File: config.mk
export PLATFORM = sky130hd
export DESIGN_NAME = disf_top
export DESIGN_NICKNAME = d
export VERILOG_FILES = /design/src/disf_pkg.sv /design/src/disf_reset_sync.sv /design/src/disf_chan_flags.sv /design/src/disf_top.sv
export SDC_FILE = /design/constraint.sdc
export NUM_CORES = 1
export LEC_CHECK = 0
export BUFFER_PORTS_ARGS = -buffer_cell sky130_fd_sc_hd__buf_2
export CORE_ASPECT_RATIO = 1.5
export CORE_MARGIN = 4
export CORE_UTILIZATION = 50
export CTS_CLUSTER_DIAMETER = 50
export DETAILED_ROUTE_END_ITERATION = 8
export GPL_ROUTABILITY_DRIVEN = 1
export PLACE_DENSITY = 0.83
export SLEW_MARGIN = 20
export SYNTH_ARGS = -nofsm -noshare
export SYNTH_HDL_FRONTEND = slang
export SYNTH_SLANG_ARGS = --single-unit
File: constraint.sdc
create_clock -name ref_clk_i -period 6.2 [get_ports ref_clk_i]
set_input_delay 1.55 -clock ref_clk_i [delete_from_list [all_inputs] [get_ports ref_clk_i]]
set_output_delay 1.55 -clock ref_clk_i [all_outputs]
set_load 0.01 [all_outputs]
File: src/disf_pkg.sv
`default_nettype none

package disf_pkg;

  // Register window placement on the system bus
  localparam logic [31:0] BASE_ADDR = 32'hA000_0000;
  localparam int DECODE_LSB = 8;
  localparam logic [7:0] OFF_STATUS = 8'h00;
  localparam logic [7:0] OFF_CLEAR = 8'h04;

  // Reset values of the two registers
  localparam logic [31:0] STATUS_RESET = 32'h0000_0000;
  localparam logic [31:0] CLEAR_RESET = 32'h0000_0000;
  localparam logic [31:0] READ_ZERO = 32'h0000_0000;

  // Channel count and per-channel flag layout
  localparam int NUM_CH = 8;
  localparam int FLAGS_PER_CH = 4;
  localparam int BIT_ANY = 0;
  localparam int BIT_COMPLETE = 1;
  localparam int BIT_HALFWAY = 2;
  localparam int BIT_ERROR = 3;
  localparam logic [3:0] FLAGS_RESET = 4'h0;

  // Bus transfer encodings
  localparam int HTRANS_ACTIVE_BIT = 1;
  localparam logic [2:0] HSIZE_WORD = 3'h2;
  localparam logic HRESP_OKAY = 1'h0;
  localparam logic HRESP_ERROR = 1'h1;

  // Reset synchroniser depth
  localparam int SYNC_STAGES = 2;
  localparam logic [1:0] SYNC_CLEAR = 2'h0;

  // Bus response sequencer, one-hot
  typedef enum logic [2:0] {
    DISF_RESP_OKAY = 3'h1,
    DISF_RESP_ERR_WAIT = 3'h2,
    DISF_RESP_ERR_DONE = 3'h4
  } disf_resp_t;

endpackage

`default_nettype wire

File: src/disf_reset_sync.sv
`default_nettype none

module disf_reset_sync (
  // Clock and raw reset
  input wire logic clk_i,
  input wire logic reset_n_i,
  // Released reset
  output logic reset_n_o
);

  typedef struct packed {
    logic [disf_pkg::SYNC_STAGES-1:0] stage; // Shift chain of ones
  } disf_sync_state_t;

  disf_sync_state_t state;
  disf_sync_state_t next_state;

  // Shift a one in; only the last stage is looked at
  always_comb begin
    next_state = state;
    next_state.stage = {state.stage[disf_pkg::SYNC_STAGES-2:0], 1'b1};
  end

  // Assert at once, release only after two clean edges
  always_ff @(posedge clk_i or negedge reset_n_i) begin
    if (!reset_n_i) begin
      state.stage <= disf_pkg::SYNC_CLEAR;
    end else begin
      state <= next_state;
    end
  end

  assign reset_n_o = state.stage[disf_pkg::SYNC_STAGES-1];

endmodule

`default_nettype wire

File: src/disf_chan_flags.sv
`default_nettype none

module disf_chan_flags (
  // Clock, reset and freeze
  input wire logic clk_i,
  input wire logic reset_n_i,
  input wire logic clk_en_i,
  // Event pulses from the channel engine
  input wire logic complete_evt_i,
  input wire logic halfway_evt_i,
  input wire logic error_evt_i,
  // Clear strobe, one bit per flag
  input wire logic [3:0] clear_i,
  // Sticky flags of this channel
  output logic [3:0] flags_o
);

  typedef struct packed {
    logic [3:0] flags; // Any, complete, halfway, error
  } disf_chan_state_t;

  disf_chan_state_t state;
  disf_chan_state_t next_state;
  logic [3:0] set_vec; // Flags raised this cycle

  // Build the set vector and merge it with the clear
  always_comb begin
    set_vec = '0;
    set_vec[disf_pkg::BIT_COMPLETE] = complete_evt_i;
    set_vec[disf_pkg::BIT_HALFWAY] = halfway_evt_i;
    set_vec[disf_pkg::BIT_ERROR] = error_evt_i;
    // Any of the three events also raises the summary flag
    set_vec[disf_pkg::BIT_ANY] =
      complete_evt_i | halfway_evt_i | error_evt_i;
    next_state = state;
    // Zero in the clear keeps a flag; a set beats a clear
    next_state.flags = (state.flags & ~clear_i) | set_vec;
  end

  // Flags hold while the clock enable is low
  always_ff @(posedge clk_i or negedge reset_n_i) begin
    if (!reset_n_i) begin
      state.flags <= disf_pkg::FLAGS_RESET;
    end else if (clk_en_i) begin
      state <= next_state;
    end
  end

  assign flags_o = state.flags;

endmodule

`default_nettype wire

File: src/disf_top.sv
// Functional notes
// - Registers decoded at fixed base address
// - Status register read-only, resets to zero
// - Clear register write-only, resets to zero
// - Channel zero flags at bits 0..3
// - Channel one flags at bits 4..7
// - Channel two flags at bits 8..11
// - Channel three flags at bits 12..15
// - Channel four flags at bits 16..19
// - Channel four error flag at bit 19
// - Same pattern up to channel seven
// - Hardware sets flags; they stay set
// - Writing one clears matching status bit
// - Summary flag set by any channel event
// - Complete flag set when transfer finishes
// - Halfway flag set at half transfer
// - Error flag set on bus error
// - Error disables channel and sets flag
// - Interrupt only when its enable is set

`default_nettype none

module disf_top (
  // Clock, reset and freeze
  input wire logic ref_clk_i,
  input wire logic reset_n_i,
  input wire logic clk_en_i,
  // Register bus, slave side
  input wire logic hsel_i,
  input wire logic [31:0] haddr_i,
  input wire logic [1:0] htrans_i,
  input wire logic hwrite_i,
  input wire logic [2:0] hsize_i,
  input wire logic [31:0] hwdata_i,
  input wire logic hready_i,
  output logic [31:0] hrdata_o,
  output logic hreadyout_o,
  output logic hresp_o,
  // Event pulses from the channel engines
  input wire logic [7:0] complete_evt_i,
  input wire logic [7:0] halfway_evt_i,
  input wire logic [7:0] error_evt_i,
  // Interrupt enables from each channel_config_reg
  input wire logic [7:0] complete_irq_enable_i,
  input wire logic [7:0] halfway_irq_enable_i,
  input wire logic [7:0] error_irq_enable_i,
  // Per-channel interrupt and enable-clear request
  output logic [7:0] channel_irq_o,
  output logic [7:0] channel_disable_o
);

  // Whole registered state of the bus side
  typedef struct packed {
    disf_pkg::disf_resp_t resp; // Response sequencer
    logic clear_pending; // Data phase of a clear write
    logic [31:0] rdata; // Read data for the data phase
    logic [7:0] irq; // Gated interrupt lines
    logic [7:0] disable_req; // Enable-clear pulses
  } disf_top_state_t;

  disf_top_state_t state;
  disf_top_state_t next_state;

  logic rst_n; // Released reset for the whole block
  logic [31:0] status_vec; // Flags gathered in register layout
  logic [31:0] clear_vec; // Clear strobe from the bus
  logic addr_phase; // Valid transfer offered to us
  logic in_window; // Address lies in our window
  logic size_ok; // Only whole-word access allowed
  logic [7:0] offset; // Byte offset inside the window
  logic [7:0] any_flag; // Summary flags per channel
  logic [7:0] complete_flag; // Complete flags per channel
  logic [7:0] halfway_flag; // Halfway flags per channel
  logic [7:0] error_flag; // Error flags per channel

  // Reset enters asynchronously and leaves through two flops
  disf_reset_sync u_reset_sync (
    .clk_i(ref_clk_i),
    .reset_n_i(reset_n_i),
    .reset_n_o(rst_n)
  );

  // One flag group per channel, packed four bits apart
  for (genvar ch = 0; ch < disf_pkg::NUM_CH; ch++) begin : g_chan
    logic [3:0] flags; // Flags of this channel

    disf_chan_flags u_flags (
      .clk_i(ref_clk_i),
      .reset_n_i(rst_n),
      .clk_en_i(clk_en_i),
      .complete_evt_i(complete_evt_i[ch]),
      .halfway_evt_i(halfway_evt_i[ch]),
      .error_evt_i(error_evt_i[ch]),
      // Clear bits use the very positions of the status bits
      .clear_i(clear_vec[ch*disf_pkg::FLAGS_PER_CH +:
                         disf_pkg::FLAGS_PER_CH]),
      .flags_o(flags)
    );

    // Channel n occupies bits 4n to 4n+3
    assign status_vec[ch*disf_pkg::FLAGS_PER_CH +:
                      disf_pkg::FLAGS_PER_CH] = flags;
    assign any_flag[ch] = flags[disf_pkg::BIT_ANY];
    assign complete_flag[ch] = flags[disf_pkg::BIT_COMPLETE];
    assign halfway_flag[ch] = flags[disf_pkg::BIT_HALFWAY];
    assign error_flag[ch] = flags[disf_pkg::BIT_ERROR];
  end

  // Address phase decode
  // A transfer counts only when selected, active and the bus is ready
  assign addr_phase = hsel_i & htrans_i[disf_pkg::HTRANS_ACTIVE_BIT] &
                      hready_i;
  // Upper address bits must match the fixed base
  assign in_window = haddr_i[31:disf_pkg::DECODE_LSB] ==
                     disf_pkg::BASE_ADDR[31:disf_pkg::DECODE_LSB];
  assign offset = haddr_i[disf_pkg::DECODE_LSB-1:0];
  // Byte and halfword accesses are faulted, not half done
  assign size_ok = hsize_i == disf_pkg::HSIZE_WORD;

  // Clear strobe is live only in the data phase of a clear write.
  // Bits written as zero leave their flags alone.
  assign clear_vec = state.clear_pending ? hwdata_i :
                     disf_pkg::CLEAR_RESET;

  // Next-state logic for the bus side and the outputs
  always_comb begin
    next_state = state;
    next_state.clear_pending = 1'b0;
    next_state.rdata = disf_pkg::READ_ZERO;

    // Response sequencer: an error takes two cycles on the bus
    unique case (state.resp)
      disf_pkg::DISF_RESP_OKAY: begin
        if (addr_phase && in_window && !size_ok) begin
          // Wrong size: answer with a two-cycle error
          next_state.resp = disf_pkg::DISF_RESP_ERR_WAIT;
        end else if (addr_phase && in_window && hwrite_i) begin
          // Only the clear offset has a write effect.
          // Writes to the status offset change nothing.
          next_state.clear_pending =
            offset == disf_pkg::OFF_CLEAR;
        end else if (addr_phase && in_window) begin
          // Reads: status shows the flags, all else reads zero
          if (offset == disf_pkg::OFF_STATUS) begin
            next_state.rdata = status_vec;
          end else begin
            // Write-only clear register reads as zero
            next_state.rdata = disf_pkg::READ_ZERO;
          end
        end
      end
      disf_pkg::DISF_RESP_ERR_WAIT: begin
        // First error cycle holds the bus
        next_state.resp = disf_pkg::DISF_RESP_ERR_DONE;
      end
      disf_pkg::DISF_RESP_ERR_DONE: begin
        // Second error cycle releases the bus; a new transfer
        // may be offered here, and is taken normally
        next_state.resp = disf_pkg::DISF_RESP_OKAY;
        if (addr_phase && in_window && !size_ok) begin
          next_state.resp = disf_pkg::DISF_RESP_ERR_WAIT;
        end else if (addr_phase && in_window && hwrite_i) begin
          next_state.clear_pending =
            offset == disf_pkg::OFF_CLEAR;
        end else if (addr_phase && in_window &&
                     offset == disf_pkg::OFF_STATUS) begin
          next_state.rdata = status_vec;
        end
      end
      default: begin
        // Illegal code: fall back to a clean idle answer
        next_state.resp = disf_pkg::DISF_RESP_OKAY;
      end
    endcase

    // Interrupt per channel, each cause gated by its own enable.
    // Taken from the flags, so it stays up until software clears.
    next_state.irq = (complete_flag & complete_irq_enable_i) |
                     (halfway_flag & halfway_irq_enable_i) |
                     (error_flag & error_irq_enable_i);

    // A bus error on a channel asks the config logic to drop its
    // enable bit; the error flag itself is raised in the group.
    next_state.disable_req = error_evt_i;
  end

  // Register the whole state; the clock enable freezes it all
  always_ff @(posedge ref_clk_i or negedge rst_n) begin
    if (!rst_n) begin
      state.resp <= disf_pkg::DISF_RESP_OKAY;
      state.clear_pending <= 1'b0;
      state.rdata <= disf_pkg::STATUS_RESET;
      state.irq <= '0;
      state.disable_req <= '0;
    end else if (clk_en_i) begin
      state <= next_state;
    end
  end

  // Bus answer
  // Wait state only in the first error cycle
  assign hreadyout_o = state.resp != disf_pkg::DISF_RESP_ERR_WAIT;
  assign hresp_o = (state.resp == disf_pkg::DISF_RESP_OKAY) ?
                   disf_pkg::HRESP_OKAY : disf_pkg::HRESP_ERROR;
  // Read data comes straight from a flop, captured at the
  // address phase; events landing on that edge show next read
  assign hrdata_o = state.rdata;

  // Channel side outputs
  assign channel_irq_o = state.irq;
  assign channel_disable_o = state.disable_req;

endmodule

`default_nettype wire

==> flow_metrics.py <==
metrics = {
    "timing": {
        "period_needed_ns": 3.29,
        "skew_ns": 0.00698,
        "fin_ws_ns": 2.91,
        "tightest_slew_ns": 0.699,
        "fmax_mhz": 304,
        "grt_setup_unrepaired": "false",
        "final_hold_viol_count": 0,
        "holdWs_ns": 0.352,
        "tns_ns": 0,
        "finalSetupViolCount": 0,
        "maxSlewViolCount": 0,
        "relSlewSlack_pct": 53.4,
        "fin_crit_sh_pct": 53.1,
    },
    "clock_tree": {
        "root_buffer": "clkbuf_16",
        "cts_max_path_buffers": 2,
        "cts.sinks": 86,
        "cts_buffers": 9,
        "clock_latency_ns": 0.32,
        "cts.clk_slew.worst_paths_ns": 0.06,
        "post_cts_resized": 0,
        "htree_levels": 3,
        "tritoncts": "yes",
        "hold_buffers": 0,
        "post_cts_buffers": 0,
    },
    "drt": {
        "drt_iter0_drc": 130,
        "post_drt_wl_per_cell_um": 15.6,
        "avgViaCountPerCell": 5.35,
        "wl_um": 9260,
        "drc": 0,
        "vias": 3171,
        "final_antenna_net_count": 0,
        "drt_first_pass_iters": 5,
    },
    "synthesis": {
        "ys_seq_area_share_pct": 53.4,
        "synth.avg_cell_area_um2": 11.1,
        "synth_xor_area_share_pct": 0.217,
        "synth_top_family_by_area": "compound AO/OA/AOI/OAI gates",
        "synth_compound_area_share_pct": 18.8,
        "yosys.area.top_type": "dfrtp_1",
        "synthAdderAreaFrac_pct": 0,
        "ys_ff_latch": 86,
        "synth_area_um2": 4040,
        "yosysTopAreaCellShare_pct": 52.7,
        "yosysWarnings": 0,
        "yosys-top-cells-area": "dfrtp_1 53%, buf_4 8.9%, a22o_1 5.4%, o2bb2ai_1 5.0%, nand2_1 3.9%",
        "syn-instance-count": 365,
        "yosys.area_share.simple_pct": 10.7,
        "synth_cell_types": 36,
        "synthMuxAreaShare_pct": 2.48,
        "syn-num-nets": 488,
    },
    "setup_path": {
        "worstSetupEndpointType": "register",
        "crit_fanout": 32,
        "worstPathArrival_ns": 3.52,
        "required_ns": 6.43,
        "path_class": "input pin to register",
        "setup.worst_path.start_class": "input pin",
    },
    "placement": {
        "place_worst_setup_slack_ns": 2.53,
        "hpwlAfterDp_um": 6940,
        "gp_congestion": 0.780,
        "portBuffers": 171,
    },
    "grt": {
        "grt_overflow": 0,
        "grt.busiest_layer": "met2",
        "grt_pass1_vias": 3228,
        "grt.total_usage_pct": 20.0,
        "gr-usage-met1_pct": 23.6,
        "met3_usage_pct": 2.37,
        "use_met2_pct": 34.6,
        "antenna_found_initial": 0,
        "grt_pass1_wl_um": 15000,
        "grt_max_degree": 85,
    },
    "floorplanning": {
        "rows": 39,
        "core-area_um2": 7760,
        "die_w_um": 81.4,
        "die-area_um2": 9600,
        "ios": 173,
        "die_h_um": 118,
        "start_util_pct": 52.0,
    },
    "pwr": {
        "vdd_drop_max_mv": 0.161,
        "fin_total_pwr_mw": 1.16,
        "leakage_nw": 2.67,
        "power.density_nw_per_um2": 237,
    },
    "final_layout": {
        "syn2layout_area_growth_pct": 21.2,
        "final_common_cell": "buf_2",
        "drive_above_1_share_pct": 42.8,
        "diodes": 0,
        "layout_common_cells": "171 x buf_2, 84 x dfrtp_1, 42 x nand2_1",
        "layout.nets": 609,
    },
    "worst_hold_path": {
        "hold_path.class": "register to register",
    },
    "status": {
        "outcome": "completed",
    },
    "flow_run": {
        "max_cap_violations": 0,
    },
}
through the flow:
step / instances / util [%] / cell area, µm²
CTS: 592 / 62.8 / 4870
floorplan: 365 / - / 4040
global placement: 576 / 59.3 / 4600
global route: 593 / 63.0 / 4890
finish: 593 / 63.0 / 4890
detailed placement: 576 / 59.3 / 4600
Yosys cell counts:
library cell and n:
dfstp_2 1, nor3b_1 2, a222oi_1 8, clkbuf_1 13, nand3_1 4, o21ai_0 9
nor4_4 1, a22o_1 25, nor4b_2 1, nand2b_1 1, a31oi_1 1, nand4_4 1
o2bb2ai_4 1, nor3_1 8, o2bb2ai_1 23, buf_6 3, nor4b_1 3, and2_1 1
inv_1 35, a21oi_1 9, buf_1 1, mux2_2 8, nor4_1 1, or3_1 1
xnor2_1 1, nor2_1 11, and4_1 1, buf_4 48, or4b_1 1, dfrtp_1 85
mux2i_1 1, o2bb2ai_2 9, conb_1 1, nand3b_1 1, nand2_1 42, or4_1 3
report_power, final:
group	total, mW	switching (mW)	internal [mW]
combinational	0.0865	0.0420	0.0445
clock	0.489	0.196	0.293
sequential	0.581	0.0105	0.570
total	1.16	0.248	0.908
final timing paths:
kind | start | end | cells after the start | slack [ns]
max in group asynchronous | reset_n_i | u_reset_sync.state[1] | 1 | 5.09
hold / removal | u_reset_sync.state[0] | u_reset_sync.state[1] | 0 | 0.35
min in group asynchronous | u_reset_sync.state[1] | channel_disable_o[0] | 0 | 0.38
setup / recovery | haddr_i[19] | hrdata_o[14] | 5 | 2.91
hold reg to reg | u_reset_sync.state[0] | u_reset_sync.state[1] | 0 | 0.35
setup reg to reg | state[49] | hrdata_o[14] | 4 | 4.12
routing by layer:
metal	vias to the layer above	share of wire (%)
met2	133	54
met4	0	2.6
li1	1479	-
met3	19	6.5
met5	-	0
met1	1540	37
layout make-up:
cell class	instances	area, µm²
tap	102	128
fill	622	2870
multi-input combinational	179	1300
inverter	35	131
timing repair buffer	175	898
clock buffer	15	268
sequential	86	2160
clock inverter	1	5.00
state kept, by name, indices dropped and copies added (netlist names):
name                    flops
channel_disable_o           8
u_reset_sync.state          2
channel_irq_o               8
hrdata_o                   32
state                       4
g_chan.u_flags.flags_o     32
critical path, cell delays in order:
cell       delay [ns]
buf_2            0.09
or4_1            0.56
nor4_4           0.41
nand4_4          0.55
o2bb2ai_1        0.33
logic make-up after synthesis:
family / count (synthesis)
DFF: 86
buffers and inverters: 100
other: 1
AOI/OAI and AO/OA: 85
and+or+nand+nor: 83
xor gates and xnor gates: 1
muxes: 9
No activity file was read; power rests on OpenSTA's default activity.
